[config.mk]
export PLATFORM = sky130hd
export DESIGN_NAME = trp_area_trigger_ctrl
export DESIGN_NICKNAME = d
export VERILOG_FILES = /design/src/hw/trp_pkg.sv /design/src/hw/trp_pacer.sv /design/src/hw/trp_shaper.sv /design/src/hw/trp_area_trigger_ctrl.sv
export SDC_FILE = /design/constraint.sdc
export NUM_CORES = 2
export LEC_CHECK = 0
export BUFFER_PORTS_ARGS = -buffer_cell sky130_fd_sc_hd__buf_2
export CAP_MARGIN = 15
export CORE_MARGIN = 1
export CORE_UTILIZATION = 50
export DETAILED_ROUTE_END_ITERATION = 12
export HOLD_SLACK_MARGIN = 0.15
export PLACE_DENSITY = 0.66
export SLEW_MARGIN = 10
export SYNTH_ARGS = -nofsm -noshare
export SYNTH_HDL_FRONTEND = slang
export SYNTH_SLANG_ARGS = --single-unit
export TNS_END_PERCENT = 10
[constraint.sdc]
create_clock -name clk_i -period 25.4 [get_ports clk_i]
set_clock_uncertainty 0.1 [all_clocks]
set_input_delay 5.08 -clock clk_i [delete_from_list [all_inputs] [get_ports clk_i]]
set_output_delay 5.08 -clock clk_i [all_outputs]
set_load 0.03 [all_outputs]
[src/hw/trp_pkg.sv]
// Purpose: Shared constants and types of the area trigger control core.
// Assumes: One 250 MHz clock; Avalon-MM register bus with byte addresses.
// Notes:   Rate is held as a period in clock cycles.

package trp_pkg;

    ////////////////////////////////////////////////////////////////////////////
    // Clock and timing
    localparam int unsigned CLK_HZ        = 250_000_000;
    localparam int unsigned RATE_RESET_HZ = 8;
    localparam logic [31:0] PERIOD_RESET  = 32'(CLK_HZ / RATE_RESET_HZ);

    ////////////////////////////////////////////////////////////////////////////
    // Structure
    localparam int NPROC       = 2;
    localparam int NSHAPER     = 4;
    localparam int NPIN        = 8;
    localparam int QUEUE_DEPTH = 16;

    ////////////////////////////////////////////////////////////////////////////
    // Per-process offsets, base is process times 0x80
    localparam logic [6:0] OFF_CTRL     = 7'h00;
    localparam logic [6:0] OFF_PERIOD   = 7'h04;
    localparam logic [6:0] OFF_SOFT     = 7'h08;
    localparam logic [6:0] OFF_STAT     = 7'h0c;
    localparam logic [2:0] SHP_BASE_IDX = 3'h1;   // Shaper k at 0x10 + 0x10*k
    localparam logic [1:0] SHP_DELAY    = 2'h0;
    localparam logic [1:0] SHP_WIDTH    = 2'h1;
    localparam logic [1:0] SHP_DOWN     = 2'h2;

    // Global offsets
    localparam logic [9:0] ADDR_IRQ_STAT = 10'h100;
    localparam logic [9:0] ADDR_IRQ_CLR  = 10'h104;
    localparam logic [9:0] ADDR_IRQ_EN   = 10'h108;
    localparam logic [9:0] ADDR_SIM_PER  = 10'h10c;
    localparam logic [9:0] ADDR_SIM_MODE = 10'h110;

    ////////////////////////////////////////////////////////////////////////////
    // Fields and encodings
    localparam int CTRL_SRC_LSB = 0;
    localparam int CTRL_RUN_LSB = 2;
    localparam int CTRL_QEN_BIT = 4;
    localparam int CTRL_PIN_LSB = 5;
    localparam int IRQ_OVR_LSB  = 0;
    localparam int IRQ_ISS_LSB  = 2;
    localparam int IRQ_W        = 4;

    localparam logic [1:0] SRC_GEN  = 2'h0;
    localparam logic [1:0] SRC_EXT  = 2'h1;
    localparam logic [1:0] SRC_SOFT = 2'h2;
    localparam logic [1:0] SRC_SYNC = 2'h3;

    localparam logic [1:0] RUN_ACTIVE    = 2'h0;
    localparam logic [1:0] RUN_GRACEFUL  = 2'h1;
    localparam logic [1:0] RUN_IMMEDIATE = 2'h2;

    // Reset values
    localparam logic [31:0] CTRL_RESET       = 32'h0000_0004;
    localparam logic [31:0] SIM_PERIOD_RESET = 32'h0000_0001;
    localparam logic [15:0] DELAY_RESET      = 16'h0000;
    localparam logic [15:0] WIDTH_RESET      = 16'h0001;
    localparam logic [15:0] DOWN_RESET       = 16'h0001;

    // Pulse shaper states
    typedef enum logic [2:0] {
        SHP_IDLE = 3'b001,
        SHP_WAIT = 3'b010,
        SHP_HIGH = 3'b100
    } trp_shp_state_t;

endpackage

[src/hw/trp_pacer.sv]
// Purpose: Rate pacer, ready once a full period has passed since the last fire.
// Assumes: period_i of zero or one means no limit.
// Notes:   Counter saturates, so long idle gaps never wrap.

module trp_pacer (
    input  wire logic        clk_i,
    input  wire logic        rst_n_i,
    input  wire logic        clear_i,
    input  wire logic        fire_i,
    input  wire logic [31:0] period_i,
    output logic             ready_o
);

    logic [31:0] cnt;

    // Cycles since last fire; clear makes it ready at once
    always_ff @(posedge clk_i or negedge rst_n_i) begin
        if (!rst_n_i) begin
            cnt <= 32'hffff_ffff;
        end else if (clear_i) begin
            cnt <= 32'hffff_ffff;
        end else if (fire_i) begin
            cnt <= 32'h0000_0000;
        end else if (cnt != 32'hffff_ffff) begin
            cnt <= cnt + 32'h0000_0001;
        end
    end

    // Interval shorter than the period is an overrun
    assign ready_o = ({1'b0, cnt} + 33'h0_0000_0001) >= {1'b0, period_i};

endmodule

[src/hw/trp_shaper.sv]
// Purpose: Pulse shaper: downscale, delay, then width high.
// Assumes: Triggers arriving while busy are ignored.
// Notes:   Abort drops any pulse in progress at once.

module trp_shaper (
    input  wire logic        clk_i,
    input  wire logic        rst_n_i,
    input  wire logic        abort_i,
    input  wire logic        trig_i,
    input  wire logic [15:0] delay_i,
    input  wire logic [15:0] width_i,
    input  wire logic [15:0] down_i,
    output logic             pulse_o
);

    trp_pkg::trp_shp_state_t state;
    logic [15:0]             cnt;
    logic [15:0]             dcnt;

    // Downscale counter, every down_i-th trigger starts a pulse
    always_ff @(posedge clk_i or negedge rst_n_i) begin
        if (!rst_n_i) begin
            dcnt <= 16'h0000;
        end else if (abort_i) begin
            dcnt <= 16'h0000;
        end else if (trig_i && state == trp_pkg::SHP_IDLE) begin
            dcnt <= ((dcnt + 16'h0001) >= down_i) ? 16'h0000 : dcnt + 16'h0001;
        end
    end

    // Delay then high phase
    always_ff @(posedge clk_i or negedge rst_n_i) begin
        if (!rst_n_i) begin
            state <= trp_pkg::SHP_IDLE;
            cnt   <= 16'h0000;
        end else if (abort_i) begin
            state <= trp_pkg::SHP_IDLE;
            cnt   <= 16'h0000;
        end else begin
            case (state)
                trp_pkg::SHP_IDLE: begin
                    if (trig_i && (dcnt + 16'h0001) >= down_i) begin
                        state <= trp_pkg::SHP_WAIT;
                        cnt   <= delay_i;
                    end
                end
                trp_pkg::SHP_WAIT: begin
                    if (cnt == 16'h0000) begin
                        state <= trp_pkg::SHP_HIGH;
                        cnt   <= width_i;
                    end else begin
                        cnt <= cnt - 16'h0001;
                    end
                end
                trp_pkg::SHP_HIGH: begin
                    if (cnt <= 16'h0001) begin
                        state <= trp_pkg::SHP_IDLE;
                    end else begin
                        cnt <= cnt - 16'h0001;
                    end
                end
                default: begin
                    state <= trp_pkg::SHP_IDLE;
                end
            endcase
        end
    end

    assign pulse_o = (state == trp_pkg::SHP_HIGH);

endmodule

[src/hw/trp_area_trigger_ctrl.sv]
// Purpose: Two-process area trigger control with Avalon-MM registers.
// Assumes: Trigger pins are asynchronous; one 250 MHz clock.
// Notes:   Rate is a period in cycles, clamped to shaper delay plus width plus one.
//
// Overview of operation
// - Active state queues, paces and shapes pulses
// - Graceful halt drops inputs, stops generator
// - Graceful halt finishes queued and shaping pulses
// - Immediate halt stops whole path at once
// - Restart to active clears queue and sequencer
// - Generator fires at the programmed rate
// - Too-fast inputs are dropped without queue
// - Input dropped while running raises an event flag
// - Queue stores excess, releases at rate
// - Rate also caps sequencer output pulses
// - Shaper delay and width bound the period
// - Generator mode ignores pins and software
// - Synchronized source only process 1, from 0
// - Each software write makes one input pulse

module trp_area_trigger_ctrl #(
    parameter logic [31:0] PERIOD_RESET_CYCLES = trp_pkg::PERIOD_RESET
) (
    input  wire logic                     clk_i,
    input  wire logic                     rst_n_i,
    input  wire logic [9:0]               avs_address_i,
    input  wire logic                     avs_read_i,
    input  wire logic                     avs_write_i,
    input  wire logic [31:0]              avs_writedata_i,
    input  wire logic [3:0]               avs_byteenable_i,
    output logic [31:0]                   avs_readdata_o,
    output logic                          avs_waitrequest_o,
    input  wire logic [trp_pkg::NPIN-1:0] trig_pin_i,
    output logic [7:0]                    trig_out_o,
    output logic                          irq_o
);

    ////////////////////////////////////////////////////////////////////////////
    // Helpers

    function automatic logic [31:0] be_merge(input logic [31:0] old_v, input logic [31:0] new_v,
                                             input logic [3:0] be);
        logic [31:0] r;
        r = old_v;
        for (int i = 0; i < 4; i++) begin
            if (be[i]) begin
                r[i*8 +: 8] = new_v[i*8 +: 8];
            end
        end
        return r;
    endfunction

    function automatic logic [31:0] max32(input logic [31:0] a, input logic [31:0] b);
        return (a > b) ? a : b;
    endfunction

    ////////////////////////////////////////////////////////////////////////////
    // Register storage, per-process and per-shaper sets plus global registers

    logic [31:0] ctrl       [trp_pkg::NPROC];
    logic [31:0] period     [trp_pkg::NPROC];
    logic [15:0] shp_delay  [8];
    logic [15:0] shp_width  [8];
    logic [15:0] shp_down   [8];
    logic [trp_pkg::IRQ_W-1:0] irq_stat;
    logic [trp_pkg::IRQ_W-1:0] irq_en;
    logic [31:0] sim_period;
    logic        sim_mode;
    logic [31:0] readdata;
    logic        ack;

    // Per-process state exported for readback
    logic [4:0]  qlvl       [trp_pkg::NPROC];
    logic [1:0]  ready_v;
    logic [31:0] eff_period [trp_pkg::NPROC];
    logic [1:0]  soft_wr;
    logic [1:0]  ovr_evt;
    logic [1:0]  iss_evt;

    // Address decode
    logic        wr_fire;
    logic        is_glob;
    logic        proc_sel;
    logic [6:0]  off;
    logic [2:0]  shp_row;
    logic        is_shp;
    logic [2:0]  shp_idx;

    assign is_glob  = avs_address_i[8];
    assign proc_sel = avs_address_i[7];
    assign off      = avs_address_i[6:0];
    assign shp_row  = off[6:4] - trp_pkg::SHP_BASE_IDX;
    assign is_shp   = !is_glob && off[6:4] >= trp_pkg::SHP_BASE_IDX && shp_row < 3'h4;
    assign shp_idx  = {proc_sel, shp_row[1:0]};

    ////////////////////////////////////////////////////////////////////////////
    // Avalon handshake: one wait cycle, answer at the second edge

    assign wr_fire           = avs_write_i && ack;
    assign avs_waitrequest_o = (avs_read_i || avs_write_i) && !ack;
    assign avs_readdata_o    = readdata;

    always_ff @(posedge clk_i or negedge rst_n_i) begin
        if (!rst_n_i) begin
            ack <= 1'b0;
        end else begin
            ack <= (avs_read_i || avs_write_i) && !ack;
        end
    end

    // Read mux captured as the wait cycle ends; unmapped reads give zero
    always_ff @(posedge clk_i or negedge rst_n_i) begin
        if (!rst_n_i) begin
            readdata <= 32'h0000_0000;
        end else if (avs_read_i && !ack) begin
            readdata <= 32'h0000_0000;
            if (is_glob) begin
                case (avs_address_i)
                    trp_pkg::ADDR_IRQ_STAT: readdata <= 32'(irq_stat);
                    trp_pkg::ADDR_IRQ_EN:   readdata <= 32'(irq_en);
                    trp_pkg::ADDR_SIM_PER:  readdata <= sim_period;
                    trp_pkg::ADDR_SIM_MODE: readdata <= 32'(sim_mode);
                    default:                readdata <= 32'h0000_0000;
                endcase
            end else if (is_shp) begin
                case (off[3:2])
                    trp_pkg::SHP_DELAY: readdata <= 32'(shp_delay[shp_idx]);
                    trp_pkg::SHP_WIDTH: readdata <= 32'(shp_width[shp_idx]);
                    trp_pkg::SHP_DOWN:  readdata <= 32'(shp_down[shp_idx]);
                    default:            readdata <= 32'h0000_0000;
                endcase
            end else begin
                case (off)
                    trp_pkg::OFF_CTRL:   readdata <= ctrl[proc_sel];
                    trp_pkg::OFF_PERIOD: readdata <= period[proc_sel];
                    trp_pkg::OFF_STAT:   readdata <= {eff_period[proc_sel][23:0], 2'h0,
                                                      ready_v[proc_sel], qlvl[proc_sel]};
                    default:             readdata <= 32'h0000_0000;
                endcase
            end
        end
    end

    ////////////////////////////////////////////////////////////////////////////
    // Register writes

    // Process settings kept apart per process
    always_ff @(posedge clk_i or negedge rst_n_i) begin
        if (!rst_n_i) begin
            for (int p = 0; p < trp_pkg::NPROC; p++) begin
                ctrl[p]   <= trp_pkg::CTRL_RESET;
                period[p] <= PERIOD_RESET_CYCLES;
            end
        end else if (wr_fire && !is_glob && !is_shp) begin
            if (off == trp_pkg::OFF_CTRL) begin
                // Synchronized source refused on process 0, old value kept
                if (proc_sel || avs_writedata_i[1:0] != trp_pkg::SRC_SYNC) begin
                    ctrl[proc_sel] <= be_merge(ctrl[proc_sel], avs_writedata_i, avs_byteenable_i);
                end
            end
            if (off == trp_pkg::OFF_PERIOD) begin
                period[proc_sel] <= be_merge(period[proc_sel], avs_writedata_i, avs_byteenable_i);
            end
        end
    end

    // Shaper settings
    always_ff @(posedge clk_i or negedge rst_n_i) begin
        if (!rst_n_i) begin
            for (int k = 0; k < 8; k++) begin
                shp_delay[k] <= trp_pkg::DELAY_RESET;
                shp_width[k] <= trp_pkg::WIDTH_RESET;
                shp_down[k]  <= trp_pkg::DOWN_RESET;
            end
        end else if (wr_fire && is_shp) begin
            case (off[3:2])
                trp_pkg::SHP_DELAY: shp_delay[shp_idx] <= avs_writedata_i[15:0];
                trp_pkg::SHP_WIDTH: shp_width[shp_idx] <= avs_writedata_i[15:0];
                trp_pkg::SHP_DOWN:  shp_down[shp_idx]  <= avs_writedata_i[15:0];
                default: begin
                end
            endcase
        end
    end

    // Global settings
    always_ff @(posedge clk_i or negedge rst_n_i) begin
        if (!rst_n_i) begin
            irq_en     <= '0;
            sim_period <= trp_pkg::SIM_PERIOD_RESET;
            sim_mode   <= 1'b0;
        end else if (wr_fire && is_glob) begin
            if (avs_address_i == trp_pkg::ADDR_IRQ_EN) begin
                irq_en <= avs_writedata_i[trp_pkg::IRQ_W-1:0];
            end
            if (avs_address_i == trp_pkg::ADDR_SIM_PER) begin
                sim_period <= be_merge(sim_period, avs_writedata_i, avs_byteenable_i);
            end
            if (avs_address_i == trp_pkg::ADDR_SIM_MODE) begin
                sim_mode <= avs_writedata_i[0];
            end
        end
    end

    // One pulse per software trigger write
    assign soft_wr[0] = wr_fire && !is_glob && !proc_sel && off == trp_pkg::OFF_SOFT;
    assign soft_wr[1] = wr_fire && !is_glob && proc_sel && off == trp_pkg::OFF_SOFT;

    ////////////////////////////////////////////////////////////////////////////
    // Sticky events, set wins over a clear in the same cycle

    always_ff @(posedge clk_i or negedge rst_n_i) begin
        if (!rst_n_i) begin
            irq_stat <= '0;
        end else begin
            irq_stat <= (irq_stat & ~((wr_fire && avs_address_i == trp_pkg::ADDR_IRQ_CLR) ?
                                      avs_writedata_i[trp_pkg::IRQ_W-1:0] : '0))
                        | {iss_evt, ovr_evt};
        end
    end

    assign irq_o = |(irq_stat & irq_en);

    ////////////////////////////////////////////////////////////////////////////
    // Pin input: three flops, change taken once the last two agree

    logic [trp_pkg::NPIN-1:0] pin_s1;
    logic [trp_pkg::NPIN-1:0] pin_s2;
    logic [trp_pkg::NPIN-1:0] pin_s3;
    logic [trp_pkg::NPIN-1:0] pin_lvl;
    logic [trp_pkg::NPIN-1:0] pin_prev;
    logic [trp_pkg::NPIN-1:0] pin_rise;

    always_ff @(posedge clk_i or negedge rst_n_i) begin
        if (!rst_n_i) begin
            pin_s1   <= '0;
            pin_s2   <= '0;
            pin_s3   <= '0;
            pin_lvl  <= '0;
            pin_prev <= '0;
        end else begin
            pin_s1   <= trig_pin_i;
            pin_s2   <= pin_s1;
            pin_s3   <= pin_s2;
            pin_lvl  <= (pin_s2 & pin_s3) | (pin_lvl & (pin_s2 | pin_s3));
            pin_prev <= pin_lvl;
        end
    end

    assign pin_rise = pin_lvl & ~pin_prev;

    // Process 0 output edge feeds the synchronized source
    logic sync_prev;
    logic sync_rise;

    always_ff @(posedge clk_i or negedge rst_n_i) begin
        if (!rst_n_i) begin
            sync_prev <= 1'b0;
        end else begin
            sync_prev <= trig_out_o[0];
        end
    end

    assign sync_rise = trig_out_o[0] && !sync_prev;

    ////////////////////////////////////////////////////////////////////////////
    // Trigger path per process

    for (genvar p = 0; p < trp_pkg::NPROC; p++) begin : g_proc
        logic [1:0]  src;
        logic [1:0]  run;
        logic        qen;
        logic [2:0]  pin;
        logic [1:0]  prev_run;
        logic        active;
        logic        immed;
        logic        restart;
        logic        in_pulse;
        logic        accept;
        logic        gen_fire;
        logic        direct;
        logic        q_push;
        logic        q_pop;
        logic        fire;
        logic [31:0] shp_min;

        assign src    = ctrl[p][trp_pkg::CTRL_SRC_LSB +: 2];
        assign run    = ctrl[p][trp_pkg::CTRL_RUN_LSB +: 2];
        assign qen    = ctrl[p][trp_pkg::CTRL_QEN_BIT];
        assign pin    = ctrl[p][trp_pkg::CTRL_PIN_LSB +: 3];
        assign active = (run == trp_pkg::RUN_ACTIVE);
        assign immed  = (run != trp_pkg::RUN_ACTIVE) && (run != trp_pkg::RUN_GRACEFUL);

        // Leaving a halt: queue and sequencer cleared first
        always_ff @(posedge clk_i or negedge rst_n_i) begin
            if (!rst_n_i) begin
                prev_run <= trp_pkg::RUN_GRACEFUL;
            end else begin
                prev_run <= run;
            end
        end

        assign restart = active && (prev_run != trp_pkg::RUN_ACTIVE);

        // Period never shorter than delay plus width plus one of any shaper, nor than simulator rate
        always_comb begin
            shp_min = 32'h0000_0000;
            for (int k = 0; k < trp_pkg::NSHAPER; k++) begin
                shp_min = max32(shp_min, 32'(shp_delay[p*4+k]) + 32'(shp_width[p*4+k]) + 32'h1);
            end
        end

        assign eff_period[p] = max32(max32(period[p], shp_min), sim_mode ? sim_period : 32'h0);

        // Source select; generator mode listens to nothing outside
        always_comb begin
            case (src)
                trp_pkg::SRC_EXT:  in_pulse = pin_rise[pin];
                trp_pkg::SRC_SOFT: in_pulse = soft_wr[p];
                trp_pkg::SRC_SYNC: in_pulse = (p == 1) ? sync_rise : 1'b0;
                default:           in_pulse = 1'b0;
            endcase
        end

        // Only the running state takes new pulses
        assign accept   = active && !restart && in_pulse;
        assign gen_fire = active && !restart && src == trp_pkg::SRC_GEN && ready_v[p];
        assign direct   = accept && ready_v[p] && qlvl[p] == 5'h00;
        assign q_push   = accept && qen && !direct && qlvl[p] < 5'(trp_pkg::QUEUE_DEPTH);
        assign q_pop    = qlvl[p] != 5'h00 && ready_v[p] && !immed && !restart;
        assign fire     = gen_fire || direct || q_pop;
        assign ovr_evt[p] = accept && !direct && !q_push;
        assign iss_evt[p] = fire;

        // Queue fill level, emptied on restart or immediate halt
        always_ff @(posedge clk_i or negedge rst_n_i) begin
            if (!rst_n_i) begin
                qlvl[p] <= 5'h00;
            end else if (restart || immed) begin
                qlvl[p] <= 5'h00;
            end else begin
                qlvl[p] <= qlvl[p] + 5'(q_push) - 5'(q_pop);
            end
        end

        // Sequencer pacing shared by generator, direct path and queue
        trp_pacer u_pacer (
            .clk_i    (clk_i),
            .rst_n_i  (rst_n_i),
            .clear_i  (restart || immed),
            .fire_i   (fire),
            .period_i (eff_period[p]),
            .ready_o  (ready_v[p])
        );

        // Shapers keep running through a graceful halt
        for (genvar k = 0; k < trp_pkg::NSHAPER; k++) begin : g_shp
            trp_shaper u_shaper (
                .clk_i   (clk_i),
                .rst_n_i (rst_n_i),
                .abort_i (immed),
                .trig_i  (fire),
                .delay_i (shp_delay[p*4+k]),
                .width_i (shp_width[p*4+k]),
                .down_i  (shp_down[p*4+k]),
                .pulse_o (trig_out_o[p*4+k])
            );
        end
    end

endmodule

==> results.cfg <==
[logic_synthesis]
synthMuxAreaShare_pct = 11.4
synth-edff-count = 0
synth-adder-area-share_pct = 10.7
synthXorXnorAreaFrac_pct = 3.62
ys_warn_count = 0
postSynthCellCount = 7473
synth.most_common_cell = dfrtp_1
synth-main-ff-cell = dfrtp_1
netlist_top_cells_area = dfrtp_1 31%, ha_1 10%, mux2_2 9.0%
synth_compound_gate_area_share_pct = 19.3
yosys.area_share.simple_pct = 15.0
synth-seq-cells = 985
async_reset_ff_share_pct = 100
synth_top_area_share_pct = 31.3
yosysUniqueCellTypes = 97
synth_nets = 8113
synth_top_family_by_area = compound AO/OA/AOI/OAI gates
yosysSeqAreaShare_pct = 35.8
netlist_top_cells_count = 866 x dfrtp_1, 575 x nor2_1, 574 x nand2_1
syn_area_mm2 = 0.0692
yosysTopAreaCell = dfrtp_1
syn_area_per_cell_um2 = 9.26

[floorplanning]
core-area_mm2 = 0.137
die_x_um = 374
num_rows = 136
initial_core_util_pct = 50.3
die_y_um = 374
fp.dieArea_mm2 = 0.140
boundaryPins = 100

[worst_setup_path]
cp-end-kind = register
cp_data_arrival_time_ns = 21.04
reg2reg_depth = 65
r2r_start = shp_delay[48]
path_class = register to register
timing.rr.end = qlvl[4]
cp-start-kind = register
rrSetupSlack_ns = 4.98
crit_path_max_fanout = 64
required_ns = 26.02
cp_common_cell = ha_1
max_stage_delay_ns = 0.98
critPathSlowestCell = a221oi_1

[clocking]
root_buffer = clkbuf_16
cts_tree = built
path_clk_slew_ns = 0.07
post_cts_buffers = 0
htree_levels = 3
cts_resized = 0
cts_buffer_depth = 3
cts_buffers = 112
cts_hold_buf = 0
cts_sinks = 985
clk_latency_ns = 0.80

[min_path]
min-delay-start = pin_s1[1]
whs_endpoint = pin_s2[1]
hold_depth = 0
hp-class = register to register

[power]
ir_drop_v = 0.000440
p_per_area_mw_per_mm2 = 147
leakage_nw = 35.5
comb_power_share_pct = 66.9
pwr-share-seq_pct = 16.9
power.internal_mw = 4.96
netSwitchingFraction_pct = 55.3
p_sw_mw = 6.13
pwr-share-clk_pct = 16.2

[timing]
drv_slew = 0
fmax_mhz = 49.0
worst_pin_slew_ns = 1.28
rsz0062_at_grt = no
hold_viol = 0
fin_crit_ns = 20.42
relSlewSlack_pct = 14.7
fin_setup_tns_ns = 0
period_share_pct = 80.4
setup_viol = 0

[layout]
drive_gt1_share_pct = 15.2
nets = 8027
post-route-util_pct = 54.8
areaGrowthSynthToFinish_pct = 8.93
n_fill_cell = 12352

[placement]
place_congestion = 1.07
io_buffers = 99
dp_hpwl_um = 216000

[outcome]
outcome = complete, no violations

[drt]
vias_per_cell = 6.73
vias = 62527
ant_nets = 0
routed_wl_um = 284000
drtIter0Drc = 7963
drc = 0
first_pass_iters = 6
wire_per_inst_um = 30.6

[grt]
grt_max_degree = 158
grt_antenna_before_repair = 25
use_met1_pct = 56.8
grt_overflow_total = 0
grtUsageTotal_pct = 39.8
grt_pass1_wl_um = 409000
grt_busiest_layer = met1
grt_pass1_vias = 58455
grtUsageMet2_pct = 55.5
grt_use_met3_pct = 11.4

[run]
cap_viol_max_count = 0
## critical path: cells and delay by family, from the launching register on
family | cells | cell delay [ns]
fa+ha+maj | 11 | 3.45
buf+inv | 3 | 0.16
compound gates | 30 | 8.60
simple gates | 20 | 7.11
flops | 1 | 0.42
mux | 1 | 0.46
## worst max-delay path by stage
stage	start	endpoint	slack (ns)	cells past startpoint
3_5_place_dp	shp_delay[48]	qlvl[4]	5.43	65
2_1_floorplan	shp_delay[48]	qlvl[4]	9.19	72
5_1_grt	shp_delay[48]	qlvl[4]	3.81	67
3_3_place_gp	shp_delay[48]	qlvl[4]	5.69	65
6_report	shp_delay[48]	qlvl[4]	4.98	65
4_1_cts	shp_delay[48]	qlvl[4]	5.38	65
## flip-flops by register name (all words and copies together) (netlist names), 10 cells and up
register,flops
shp_down,128
g_proc.g_shp.u_shaper.dcnt,128
ctrl,64
sim_period,32
g_proc.u_pacer.cnt,64
shp_delay,128
period,64
g_proc.g_shp.u_shaper.state,24
avs_readdata_o,32
shp_width,128
g_proc.g_shp.u_shaper.cnt,128
qlvl,10
## cell type report
| cell class | instances | area [um2] | share of cell area (%) |
|---|---|---|---|
| Multi-Input combinational cell | 5760 | 41700 | 55.4 |
| Sequential cell | 985 | 24800 | 32.9 |
| Clock buffer | 159 | 3200 | 4.24 |
| Tap cell | 1794 | 2240 | 2.98 |
| Inverter | 337 | 1260 | 1.68 |
| Timing Repair Buffer | 191 | 1230 | 1.63 |
| Clock inverter | 54 | 880 | 1.17 |
| Antenna cell | 12 | 30.0 | 0.0398 |
## cell usage in the layout (no fill, tap or decap), types with 30 or more instances in the layout
| cell type | synthesis | layout |
|---|---|---|
| inv_1 | 335 | 335 |
| ha_1 | 572 | 571 |
| xor2_1 | 144 | 144 |
| a22o_1 | 66 | 66 |
| nand2b_1 | 119 | 119 |
| a211oi_1 | 72 | 71 |
| a31oi_1 | 70 | 70 |
| buf_2 | 21 | 97 |
| nand4_1 | 97 | 97 |
| clkbuf_16 | 0 | 112 |
| and3_1 | 119 | 119 |
| nor2_1 | 575 | 569 |
| nand2_1 | 574 | 573 |
| a22oi_1 | 177 | 177 |
| and2_1 | 43 | 42 |
| or2_2 | 32 | 33 |
| nor2b_1 | 77 | 76 |
| o22ai_1 | 47 | 47 |
| mux2_2 | 551 | 551 |
| a21oi_1 | 464 | 463 |
| nor3_1 | 153 | 148 |
| o211ai_1 | 43 | 43 |
| xnor2_1 | 142 | 142 |
| o31ai_1 | 36 | 36 |
| mux2i_1 | 149 | 149 |
| nand3_1 | 164 | 164 |
| a221oi_1 | 84 | 84 |
| a222oi_1 | 30 | 30 |
| o21a_1 | 70 | 70 |
| or3_1 | 46 | 46 |
| dfrtp_1 | 866 | 864 |
| buf_4 | 9 | 88 |
| dfstp_2 | 119 | 119 |
| o21ai_1 | 71 | 70 |
| nor4_1 | 44 | 44 |
| a21o_1 | 158 | 158 |
| o21ai_0 | 389 | 388 |
## through the flow
step	cell area, um2	setup WS (ns)	total power, mW	cells	hold WS [ns]
final	75400	4.98	11.1	9292	0.248
after global placement	71200	5.69	8.97	9062	0.236
after detailed placement	71200	5.43	9.03	9063	0.236
after global routing	75400	3.81	11.8	9282	0.256
after CTS	75300	5.38	10.9	9276	0.249
after floorplan	69200	9.19	6.92	7473	0.231
## power groups by stage
stage / clock network (mW) / logic, mW / registers [mW]
final: 1.79 / 7.42 / 1.88
after global placement: 0 / 7.08 / 1.89
after CTS: 1.81 / 7.17 / 1.87
after global routing: 1.87 / 8.06 / 1.89
after floorplan: 0 / 5.07 / 1.85
after detailed placement: 0 / 7.14 / 1.90
## logic make-up (layout without fill, tap and decap cells)
logic type      after synthesis  after routing
compound gates             2019           2019
fa+ha+maj                   590            590
flops                       985            985
other cells                   0             12
buf+inv                     728            741
xor+xnor                    286            286
simple gates               2154           2154
mux                         711            711
## routing by layer
metal | vias up | part of all wire, %
met5 | - | 0.083
met4 | 22 | 4.9
met3 | 665 | 12
met2 | 3331 | 41
met1 | 31212 | 43
li1 | 27297 | -
Note: power is estimated with default switching activity, not from simulation.
